`src/cbe_map.svh`:
```
`ifndef CBE_MAP_SVH
`define CBE_MAP_SVH

// ---------------------------------------------------------------------------
// register offsets and fields
// ---------------------------------------------------------------------------
`define CBE_ADDR_W          4
`define CBE_REG_OUT_EN      4'h0
`define CBE_REG_PLL_CTRL    4'h1
`define CBE_REG_STATUS      4'h2
`define CBE_REG_STRAP       4'h3
`define CBE_OUT_EN_RESET    8'hFF
`define CBE_PLL_CTRL_RESET  3'h3
`define CBE_NUM_OUT         8

// ---------------------------------------------------------------------------
// bandwidth select codes
// ---------------------------------------------------------------------------
`define CBE_BW_LOW          2'h0
`define CBE_BW_BYPASS       2'h1
`define CBE_BW_HIGH         2'h3

// ---------------------------------------------------------------------------
// timing
// ---------------------------------------------------------------------------
`define CBE_CLK_MHZ         200
`define CBE_SETTLE_MIN_US   100
`define CBE_SETTLE_CYC      (`CBE_SETTLE_MIN_US * `CBE_CLK_MHZ)
`define CBE_POWERUP_MAX_US  1800
`define CBE_POWERUP_CYC     (`CBE_POWERUP_MAX_US * `CBE_CLK_MHZ)
`define CBE_CNT_W           19

`endif

```
`src/cbe_pkg.sv`:
```
package cbe_pkg;
    typedef enum logic [3:0] {
        CBE_ST_OFF    = 4'b0001,
        CBE_ST_SETTLE = 4'b0010,
        CBE_ST_WAIT   = 4'b0100,
        CBE_ST_RUN    = 4'b1000
    } cbe_state_type;
endpackage : cbe_pkg

```
`src/cbe_sync2.sv`:
```
`timescale 1ns/1ps
module cbe_sync2 #(
    parameter int WIDTH = 1
) (
    input  wire logic             clk_in,
    input  wire logic             reset_in,
    input  wire logic [WIDTH-1:0] async_in,
    output logic      [WIDTH-1:0] sync_out
);
    typedef struct packed {
        logic [WIDTH-1:0] meta;
        logic [WIDTH-1:0] sync;
    } cbe_sync_type;

    cbe_sync_type state_ff;
    cbe_sync_type nxt_state;

    always_comb begin
        nxt_state.meta = async_in;
        nxt_state.sync = state_ff.meta;
    end

    always_ff @(posedge clk_in) begin
        if (reset_in) begin
            state_ff <= '0;
        end else begin
            state_ff <= nxt_state;
        end
    end

    assign sync_out = state_ff.sync;
endmodule : cbe_sync2

```
`src/cbe_out_gate.sv`:
```
`timescale 1ns/1ps
`include "cbe_map.svh"
// ---------------------------------------------------------------------------
// per-output gate, glitch free on the true leg only: enable changes only while the leg is low
// ---------------------------------------------------------------------------
module cbe_out_gate (
    input  wire logic clk_in,
    input  wire logic reset_in,
    input  wire logic ref_clk_in,
    input  wire logic run_in,
    input  wire logic tristate_in,
    output logic      diff_clock_out,
    output logic      diff_clock_out_comp,
    output logic      diff_clock_oe_n_out
);
    typedef struct packed {
        logic en;
        logic p;
        logic n;
        logic oe_n;
    } cbe_gate_type;

    cbe_gate_type state_ff;
    cbe_gate_type nxt_state;

    always_comb begin
        nxt_state = state_ff;
        // only retime the enable while the true leg is low
        if (!ref_clk_in) begin
            nxt_state.en = run_in;
        end
        nxt_state.p    = state_ff.en & ref_clk_in;
        nxt_state.n    = state_ff.en & ~ref_clk_in;
        nxt_state.oe_n = tristate_in;
    end

    always_ff @(posedge clk_in) begin
        if (reset_in) begin
            state_ff <= 4'h1;
        end else begin
            state_ff <= nxt_state;
        end
    end

    assign diff_clock_out      = state_ff.p;
    assign diff_clock_out_comp = state_ff.n;
    assign diff_clock_oe_n_out = state_ff.oe_n;
endmodule : cbe_out_gate

```
`src/cbe_ctrl.sv`:
```
`timescale 1ns/1ps
`include "cbe_map.svh"
// Contract
// - eight outputs, each with own software bit and own active-low pin
// - software enables active high, reset to enabled
// - disabled output drives both legs low
// - output runs only with pin low and software bit set
// - enable pins are asynchronous and must be tolerated
// - pin falling restarts output without glitches; the code can cut the first comp-leg pulse to one cycle
// - pin rising stops output cleanly into off state; the code can cut the last comp-leg pulse to one cycle
// - strapped frequency select chosen; output frequency equals reference
// - power-good rise captures frequency select and address straps
// - after first power-good the pin becomes async power-down request
// - power-down low over two comp rises tri-states on next comp fall
// - three-level bandwidth input picks high, bypass or low bandwidth
// - after supply detect, wait 0.1 to 0.3 ms
// - second state waits for reference valid and power-good high
// - third state entered and outputs enabled only after lock
// - power-on to outputs active under 1.8 ms
// - no reference detected keeps outputs disabled
// - cleared software bit forces output off regardless of pin
// - host writes control bytes by indexed block write; the code takes one byte per reg_wr_in at reg_addr_in
module cbe_ctrl (
    input  wire logic                   clk_in,
    input  wire logic                   reset_in,
    // register port
    input  wire logic [`CBE_ADDR_W-1:0] reg_addr_in,
    input  wire logic [7:0]             reg_wdata_in,
    input  wire logic                   reg_wr_in,
    input  wire logic                   reg_rd_in,
    output logic      [7:0]             reg_rdata_out,
    // pins
    input  wire logic                   supply_ok_in,
    input  wire logic                   ref_clk_in,
    input  wire logic                   ref_valid_in,
    input  wire logic                   pll_lock_in,
    input  wire logic [7:0]             out_enable_n_in,
    input  wire logic                   power_good_down_pin_in,
    input  wire logic                   freq_select_pin_in,
    input  wire logic [1:0]             bw_select_pin_in,
    input  wire logic [1:0]             serial_address_select_in,
    // outputs
    output logic      [7:0]             diff_clock_out,
    output logic      [7:0]             diff_clock_out_comp,
    output logic      [7:0]             diff_clock_oe_n_out,
    output logic                        freq_100m_out,
    output logic      [1:0]             pll_mode_out,
    output logic      [1:0]             serial_address_out,
    output logic                        power_save_out,
    output logic      [3:0]             state_out
);
    import cbe_pkg::*;

    // -----------------------------------------------------------------------
    // state
    // -----------------------------------------------------------------------
    typedef struct packed {
        cbe_state_type          fsm;
        logic [`CBE_CNT_W-1:0]  cnt;
        logic [7:0]             sw_en;
        logic                   pll_sw;
        logic [1:0]             pll_sw_mode;
        logic                   straps_taken;
        logic                   freq_100m;
        logic [1:0]             pll_strap;
        logic [1:0]             sa;
        logic                   pg_prev;
        logic                   comp_prev;
        logic [1:0]             pd_rises;
        logic                   tristate;
        logic [7:0]             rdata;
        logic [1:0]             pll_mode;
    } cbe_ctrl_type;

    cbe_ctrl_type state_ff;
    cbe_ctrl_type nxt_state;

    logic [7:0] oe_n_sync;
    logic [3:0] misc_sync;
    logic [4:0] strap_sync;
    logic [7:0] run;
    logic       pg;
    logic       ref_ok;
    logic       lock;
    logic       sup_ok;

    // -----------------------------------------------------------------------
    // input synchronisers
    // -----------------------------------------------------------------------
    cbe_sync2 #(.WIDTH(8)) u_sync_oe (
        .clk_in   (clk_in),
        .reset_in (reset_in),
        .async_in (out_enable_n_in),
        .sync_out (oe_n_sync)
    );

    cbe_sync2 #(.WIDTH(4)) u_sync_misc (
        .clk_in   (clk_in),
        .reset_in (reset_in),
        .async_in ({supply_ok_in, ref_valid_in, pll_lock_in, power_good_down_pin_in}),
        .sync_out (misc_sync)
    );

    cbe_sync2 #(.WIDTH(5)) u_sync_strap (
        .clk_in   (clk_in),
        .reset_in (reset_in),
        .async_in ({freq_select_pin_in, bw_select_pin_in, serial_address_select_in}),
        .sync_out (strap_sync)
    );

    assign sup_ok = misc_sync[3];
    assign ref_ok = misc_sync[2];
    assign lock   = misc_sync[1];
    assign pg     = misc_sync[0];

    // -----------------------------------------------------------------------
    // next state
    // -----------------------------------------------------------------------
    always_comb begin
        nxt_state           = state_ff;
        nxt_state.pg_prev   = pg;
        nxt_state.comp_prev = ~ref_clk_in;

        // strap capture on first power-good rise
        if (pg && !state_ff.pg_prev && !state_ff.straps_taken) begin
            nxt_state.straps_taken = 1'b1;
            nxt_state.freq_100m    = strap_sync[4];
            nxt_state.pll_strap    = strap_sync[3:2];
            nxt_state.sa           = strap_sync[1:0];
        end

        // power-down: two comp-leg rises with pin low, then tri-state on fall
        if (state_ff.straps_taken && !pg) begin
            if (~ref_clk_in && !state_ff.comp_prev && state_ff.pd_rises != 2'h2) begin
                nxt_state.pd_rises = state_ff.pd_rises + 2'h1;
            end
            if (ref_clk_in && state_ff.comp_prev && state_ff.pd_rises == 2'h2) begin
                nxt_state.tristate = 1'b1;
            end
        end else if (pg) begin
            nxt_state.pd_rises = 2'h0;
            if (state_ff.fsm == CBE_ST_RUN) begin
                nxt_state.tristate = 1'b0;
            end
        end

        // power-up sequencer
        case (state_ff.fsm)
            CBE_ST_OFF: begin
                nxt_state.tristate = 1'b1;
                if (sup_ok) begin
                    nxt_state.fsm = CBE_ST_SETTLE;
                    nxt_state.cnt = '0;
                end
            end
            CBE_ST_SETTLE: begin
                nxt_state.cnt = state_ff.cnt + 1'b1;
                if (state_ff.cnt == `CBE_CNT_W'(`CBE_SETTLE_CYC - 1)) begin
                    nxt_state.fsm = CBE_ST_WAIT;
                end
            end
            CBE_ST_WAIT: begin
                if (state_ff.cnt != `CBE_CNT_W'(`CBE_POWERUP_CYC - 1)) begin
                    nxt_state.cnt = state_ff.cnt + 1'b1;
                end
                // straps settle at least one cycle before run so they never move in run
                if (ref_ok && pg && lock && state_ff.straps_taken) begin
                    nxt_state.fsm      = CBE_ST_RUN;
                    nxt_state.tristate = 1'b0;
                end
            end
            CBE_ST_RUN: begin
                if (!ref_ok || !lock) begin
                    nxt_state.fsm = CBE_ST_WAIT;
                end
            end
            default: begin
                nxt_state.fsm = CBE_ST_OFF;
            end
        endcase
        if (!sup_ok) begin
            nxt_state.fsm = CBE_ST_OFF;
        end

        // effective pll mode
        nxt_state.pll_mode = state_ff.pll_sw ? state_ff.pll_sw_mode
                                             : state_ff.pll_strap;

        // register writes
        if (reg_wr_in) begin
            case (reg_addr_in)
                `CBE_REG_OUT_EN: nxt_state.sw_en = reg_wdata_in;
                `CBE_REG_PLL_CTRL: begin
                    nxt_state.pll_sw      = reg_wdata_in[2];
                    nxt_state.pll_sw_mode = reg_wdata_in[1:0];
                end
                default: begin
                end
            endcase
        end

        // register reads
        nxt_state.rdata = 8'h00;
        if (reg_rd_in) begin
            case (reg_addr_in)
                `CBE_REG_OUT_EN:   nxt_state.rdata = state_ff.sw_en;
                `CBE_REG_PLL_CTRL: nxt_state.rdata = {5'h00, state_ff.pll_sw,
                                                      state_ff.pll_sw_mode};
                `CBE_REG_STATUS:   nxt_state.rdata = {state_ff.tristate, pg,
                                                      lock, ref_ok, state_ff.fsm};
                `CBE_REG_STRAP:    nxt_state.rdata = {2'h0, state_ff.straps_taken,
                                                      state_ff.freq_100m,
                                                      state_ff.pll_strap, state_ff.sa};
                default:           nxt_state.rdata = 8'h00;
            endcase
        end
    end

    // -----------------------------------------------------------------------
    // registers
    // -----------------------------------------------------------------------
    always_ff @(posedge clk_in) begin
        if (reset_in) begin
            state_ff              <= '0;
            state_ff.fsm          <= CBE_ST_OFF;
            state_ff.sw_en        <= `CBE_OUT_EN_RESET;
            state_ff.pll_sw_mode  <= 2'(`CBE_PLL_CTRL_RESET);
            state_ff.pll_strap    <= `CBE_BW_HIGH;
            state_ff.pll_mode     <= `CBE_BW_HIGH;
            state_ff.tristate     <= 1'b1;
            state_ff.freq_100m    <= 1'b1;
        end else begin
            state_ff <= nxt_state;
        end
    end

    // -----------------------------------------------------------------------
    // output gates
    // -----------------------------------------------------------------------
    genvar gi;
    generate
        for (gi = 0; gi < `CBE_NUM_OUT; gi++) begin : g_out
            assign run[gi] = ~oe_n_sync[gi] & state_ff.sw_en[gi] &
                             (state_ff.fsm == CBE_ST_RUN) & ~state_ff.tristate;
            cbe_out_gate u_gate (
                .clk_in              (clk_in),
                .reset_in            (reset_in),
                .ref_clk_in          (ref_clk_in),
                .run_in              (run[gi]),
                .tristate_in         (state_ff.tristate),
                .diff_clock_out      (diff_clock_out[gi]),
                .diff_clock_out_comp (diff_clock_out_comp[gi]),
                .diff_clock_oe_n_out (diff_clock_oe_n_out[gi])
            );
        end
    endgenerate

    assign reg_rdata_out      = state_ff.rdata;
    assign freq_100m_out      = state_ff.freq_100m;
    assign pll_mode_out       = state_ff.pll_mode;
    assign serial_address_out = state_ff.sa;
    assign power_save_out     = state_ff.tristate;
    assign state_out          = state_ff.fsm;
endmodule : cbe_ctrl

```
`config.mk`:
```
export PLATFORM = sky130hd
export DESIGN_NAME = cbe_ctrl
export DESIGN_NICKNAME = d
export VERILOG_FILES = /design/src/cbe_pkg.sv /design/src/cbe_sync2.sv /design/src/cbe_out_gate.sv /design/src/cbe_ctrl.sv
export VERILOG_INCLUDE_DIRS = /design/src
export SDC_FILE = /design/constraint.sdc
export NUM_CORES = 1
export LEC_CHECK = 0
export ABC_AREA = 1
export BUFFER_PORTS_ARGS = -buffer_cell sky130_fd_sc_hd__buf_2
export CORE_MARGIN = 4
export CORE_UTILIZATION = 55
export DETAILED_ROUTE_END_ITERATION = 10
export PLACE_DENSITY = 0.84
export SKIP_CTS_REPAIR_TIMING = 1
export SLEW_MARGIN = 10
export SYNTH_ARGS = -nofsm -noshare
export SYNTH_HDL_FRONTEND = slang
export SYNTH_SLANG_ARGS = --single-unit
```
`constraint.sdc`:
```
create_clock -name clk_in -period 1.8 [get_ports clk_in]
set_input_delay 0.36 -clock clk_in [delete_from_list [all_inputs] [get_ports clk_in]]
set_output_delay 0.36 -clock clk_in [all_outputs]
set_load 0.02 [all_outputs]
```
**Word-level counts from Yosys, hierarchy flattened**

Index checks and enable logic that the tools add are counted.
Widths: inputs -> output; s select.

- Equal/unequal tests: 17
- Bitwise operators: 52
- Mux-type cells: 16
- Reduce and logical (&&, ||, !) cells: 27
- Add/subtract/negate cells: 2

Operators by type and width:

| cell | number |
|---|---|
| $pmux 19 s3 | 1 |
| $and 1x1->1 | 40 |
| $pmux 8 s4 | 1 |
| $mux 23 | 1 |
| $add 19x1->19 const B | 1 |
| $eq 19x15->1 const B | 1 |
| $mux 19 | 1 |
| $ne 19x19->1 const B | 1 |
| $pmux 4 s4 | 1 |
| $eq 4x2->1 const B | 3 |
| $mux 4 | 3 |
| $not 1->1 | 12 |
| $logic_and 1x1->1 | 10 |
| $eq 4x1->1 const B | 2 |
| $ne 2x2->1 const B | 4 |
| $logic_not 1->1 | 6 |
| $mux 3 | 2 |
| $ne 2x1->1 const B | 3 |
| $reduce_and 2->1 | 3 |
| $eq 4x3->1 const B | 1 |
| $eq 4x4->1 const B | 1 |
| $logic_not 4->1 | 1 |
| $mux 2 | 2 |
| $reduce_and 4->1 | 1 |
| 9 further kinds | 12 |

- Output and inout port bits: 42
- Logic and storage cells: 160
- Input bits: 34
- Register bits after elaboration: 114

**Longest topological paths before layout**

- Depth after elaboration: 7
- Depth in mapped cells: 12
- Gate-level depth less buffers: 11

**By module**

From an unflattened synthesis, not the netlist that was laid out.

- Cells, all modules: 639
- Area total of the unflattened synthesis: 4890.9 um^2

Modules (own cells, without submodules):

| module | instances | cells an instance | area each (um^2) |
|---|---|---|---|
| cbe_ctrl | 1 | 429 | 2947.8 |
| cbe_out_gate | 8 | 13 | 118.9 |
| cbe_sync2 at u_sync_oe | 1 | 50 | 474.2 |
| cbe_sync2 at u_sync_strap | 1 | 31 | 286.5 |
| cbe_sync2 at u_sync_misc | 1 | 25 | 231.5 |

**Least setup slack after synthesis**

No wires, ideal clock.

- Path kind: reg-to-reg
- Start point: reg state_ff[32] (netlist name)
- End point: reg state_ff[44] (netlist name)
- Buffers on the path: 1
- Cell stages (with the launch flop): 10
- Data required time: 1.687 ns
- Period minus slack after synthesis: 1.471 ns
- Setup slack: 0.329 ns
- Data arrival time: 1.358 ns
- Cells stage by stage: dfxtp_1 -> ha_1 -> nand3_2 -> nor2_2 -> nand3_2 -> buf_6 -> nand3_1 -> nand2_1 -> nand2_1 -> nor2_1

- Longest elaborated chain between the ends: 3
- Elaborated cells between the ends (all ways): 6
- Those cells by class: 1 x add/sub; 2 x eq/ne; 2 x mux; 1 x reduce/logical

RTL lines:

| item | line | text |
|---|---|---|
| start: declaration | cbe_ctrl.sv:75 | `cbe_ctrl_type state_ff;` |
| start signal: assignment | cbe_ctrl.sv:233 | `state_ff <= nxt_state;` |
| $add 19x1->19 / $ne 19x19->1 (equally long branches) | cbe_ctrl.sv:157, cbe_ctrl.sv:164, cbe_ctrl.sv:163 |  |
| $mux 19 / $ne 2x2->1 (equally long branches) | - |  |
| $pmux 19 s3 / $reduce_and 3->1 (equally long branches) | - |  |

Several ways; a longest one is shown, not always the timed one. The select of a mux whose other input is x is not followed.
A chain may end at the register's enable or synchronous reset.

**Worst setup path after layout**

- Start point: reg state_ff[33] (netlist name)
- End point: reg state_ff[41] (netlist name)

The elaborated chain is that of the path after synthesis.

==> flow_summary.toml <==
[floorplanning]
ios = 76
core.rowCount = 33
die_area_sq_mm = 0.01027
die_y_microns = 101.3
dieWidth_microns = 101.3
coreArea_sq_mm = 0.008341
initial_core_util_pct = 57.46

[global_route]
grt_pass1_vias = 3752
grt-ovfl-total = 0
grt_usage_pct = 23.12
grt_max_degree = 50
antenna_found_initial = 0
grt_pass1_wl_mm = 18.27

[clocking]
root_buffer = "clkbuf_8"
cts_tree = "built"
clkSinkCount = 114
cts.reportedPaths.clkPinSlew_ns = 0.06
cts_buffer_depth = 2
clk_latency_ns = 0.52
htreeDepth = 4
numCtsBuffers = 17

[route]
drc = 0
first_pass_iters = 5
wl_met1_mm = 4.810
routed-wl-met3_mm = 1.182
drtIter0Drc = 334
met2_wirelength_mm = 5.115
avgRoutedWirePerCell_microns = 14.35
wl_mm = 11.42
ant_nets = 0
viasPerCell = 5.107
highest_layer = "met4"
vias = 4065

[setup_path]
timing.rr.end = "state_ff[41]"
arrival_ns = 2.04
endpoint_kind = "flip-flop"
cp.required_ns = 2.21
start_kind = "flip-flop"
path_max_fanout = 7
rrSetupSlack_ns = 0.17
path_class = "flip-flop to flip-flop"
rr_startpoint = "state_ff[33]"
r2r_cells = 9

[placement]
place_hpwl_mm = 7.590
io_buffers = 75
finalWeightedCongestion = 0.9099

[power]
ir_drop_mv = 0.7626
p_int_w = 0.004800
switching_share_pct = 23.15
combPwrFrac_pct = 4.2
p_sw_w = 0.001446
leakage_nw = 2.607
power_frac_clock_pct = 53.9
p_seq_share_pct = 41.8
p_per_area_mw_per_mm2 = 1114

[flow_run]
cap_violations = 0

[timing]
hold_viol = 0
rsz0062_at_grt = "false"
finalCritPeriodShare_pct = 90.30
worstMarginPinSlew_ns = 0.5833
slew_violations = 0
setup_viol = 0
fin_worst_skew_ns = 0.01137
timing.final.crit_period_ns = 1.625
tns_ns = 0
timing.fmax_mhz = 615.2
slew_headroom_pct = 61.02

[logic_synthesis]
syn_inst = 627
syn_avg_cell_area_sq_um = 7.643
ys_types = 37
synth_seq_cells = 114
async_flop_share_pct = 0
netlist_area_sq_mm = 0.004792
synth_edf_count = 0
yosys_warnings = 0
dominantRegCellSynth = "dfxtp_1"
yosysSeqAreaShare_pct = 47.62
synth_fp_nets = 664

[cells_and_area]
insertedDiodeCount = 0
fin_nets = 715
drive_above_1_share_pct = 21.85
area_delta_synth_final_pct = 16.97
fillers = 648
fin_util_pct = 67.21

[worst_hold_path]
min_from = "power_good_down_pin_in"
min_path_type = "primary input to flip-flop"
whs_path_depth = 3
whs_endpoint = "u_sync_misc.nxt_state[0]"

[run_status]
status = "completed"
==> power groups by stage <==
stage / clock [W] / combinational, W / sequential [W]
global route: 0.00352 / 0.000295 / 0.00262
detailed placement: 0 / 0.000253 / 0.00266
floorplan: 0 / 0.000178 / 0.00266
global placement: 0 / 0.000245 / 0.00266
CTS: 0.00340 / 0.000260 / 0.00261
finish: 0.00337 / 0.000265 / 0.00261
==> synthesized netlist by cell type (2+ instances only) <==
master / n / area share (%)
dfxtp_1: 114 / 48
inv_1: 107 / 8.4
nor2_1: 103 / 8.1
nand2_1: 90 / 7.0
buf_4: 41 / 6.4
nand3_1: 36 / 3.8
a21oi_1: 22 / 2.3
o21ai_0: 22 / 2.3
nand2_2: 12 / 1.6
a21oi_2: 8 / 1.5
o32ai_1: 8 / 1.5
nand4_1: 7 / 0.91
o211ai_1: 6 / 0.94
clkbuf_1: 5 / 0.39
nor3_1: 5 / 0.52
o22ai_1: 5 / 0.65
nand3_2: 4 / 0.84
buf_2: 3 / 0.31
ha_1: 3 / 0.78
buf_1: 2 / 0.16
buf_6: 2 / 0.47
clkinv_1: 2 / 0.16
inv_2: 2 / 0.16
nor2_2: 2 / 0.26
nor2_4: 2 / 0.47
or2_2: 2 / 0.26
xor2_1: 2 / 0.37
==> flip-flops by register name (all words and copies together), names as in the netlist, 4 cells and up <==
signal / count
state_ff: 37
g_out.u_gate.diff_clock_out: 8
g_out.u_gate.diff_clock_out_comp: 8
g_out.u_gate.state_ff: 8
reg_rdata_out: 8
u_sync_oe.nxt_state: 8
u_sync_oe.sync_out: 8
u_sync_strap.nxt_state: 5
u_sync_strap.sync_out: 5
state_out: 4
u_sync_misc.nxt_state: 4
u_sync_misc.sync_out: 4
==> layer usage <==
layer  up-vias  track usage [%]
li1       2007                -
met1      1824            29.63
met2       207            35.06
met3        27            7.713
met4         0            11.25
met5         -                0
==> cell type report <==
class	count	area, sq um	share of cell area, %
flip-flops and latches	114	2282	40.71
multi-input cells	348	1718	30.65
repair buffers	86	457.9	8.170
inverters	111	419.2	7.478
clock buffers	18	417.9	7.455
clock inverters	14	178.9	3.192
well taps	105	131.4	2.344
==> worst max path at each step <==
stage	start	end	slack, ns	depth (start not counted)
after floorplan	state_ff[32]	state_ff[44]	0.33	9
after detailed placement	state_ff[33]	state_ff[43]	0.14	8
final	state_ff[33]	state_ff[41]	0.17	9
after global routing	state_out[1]	g_out[1].u_gate.state_ff[3]	0.03	5
after global placement	state_out[3]	state_ff[43]	0.23	9
after CTS	state_out[3]	state_ff[38]	0.10	9
==> critical path: stages, from the launching register on <==
cell	delay, ns
dfxtp_1	0.40
ha_1	0.23
nand3_2	0.12
nor2_2	0.18
nand3_4	0.15
buf_4	0.20
nand3_1	0.10
nand2_1	0.05
nand2_1	0.05
nor2_1	0.04
==> metrics by stage <==
stage	worst slack [ns]	hold slack (ns)	std cells	instance area [sq um]	power, W
2_1_floorplan	0.3290	0.3883	627	4792	0.002837
4_1_cts	0.1006	0.03381	796	5587	0.006268
3_5_place_dp	0.1365	0.3922	764	4990	0.002917
3_3_place_gp	0.2289	0.3894	764	4990	0.002907
5_1_grt	0.03470	0.04442	796	5605	0.006437
6_report	0.1746	0.04660	796	5605	0.006245
==> placed cells by master, fill, tap and decap left out, types with 4 or more instances in the layout <==
cell / count
a21oi_1: 22
a21oi_2: 8
buf_2: 75
buf_4: 11
clkbuf_16: 16
dfxtp_1: 114
inv_1: 107
inv_6: 4
nand2_1: 90
nand2_2: 12
nand3_1: 36
nand4_1: 7
nor2_1: 103
nor3_1: 5
o211ai_1: 6
o21ai_0: 22
o22ai_1: 5
o32ai_1: 8
==> logic make-up (layout without fill, tap and decap cells) <==
| group | after synthesis | in the layout | synth area share (%) |
|---|---|---|---|
| simple gates | 267 | 267 | 24.44 |
| compound gates | 76 | 76 | 9.922 |
| flops | 114 | 114 | 47.62 |
| fa+ha+maj | 3 | 3 | 0.7834 |
| buf+inv | 165 | 229 | 16.87 |
| xor+xnor | 2 | 2 | 0.3656 |
No activity file was read; power rests on OpenSTA's default activity.
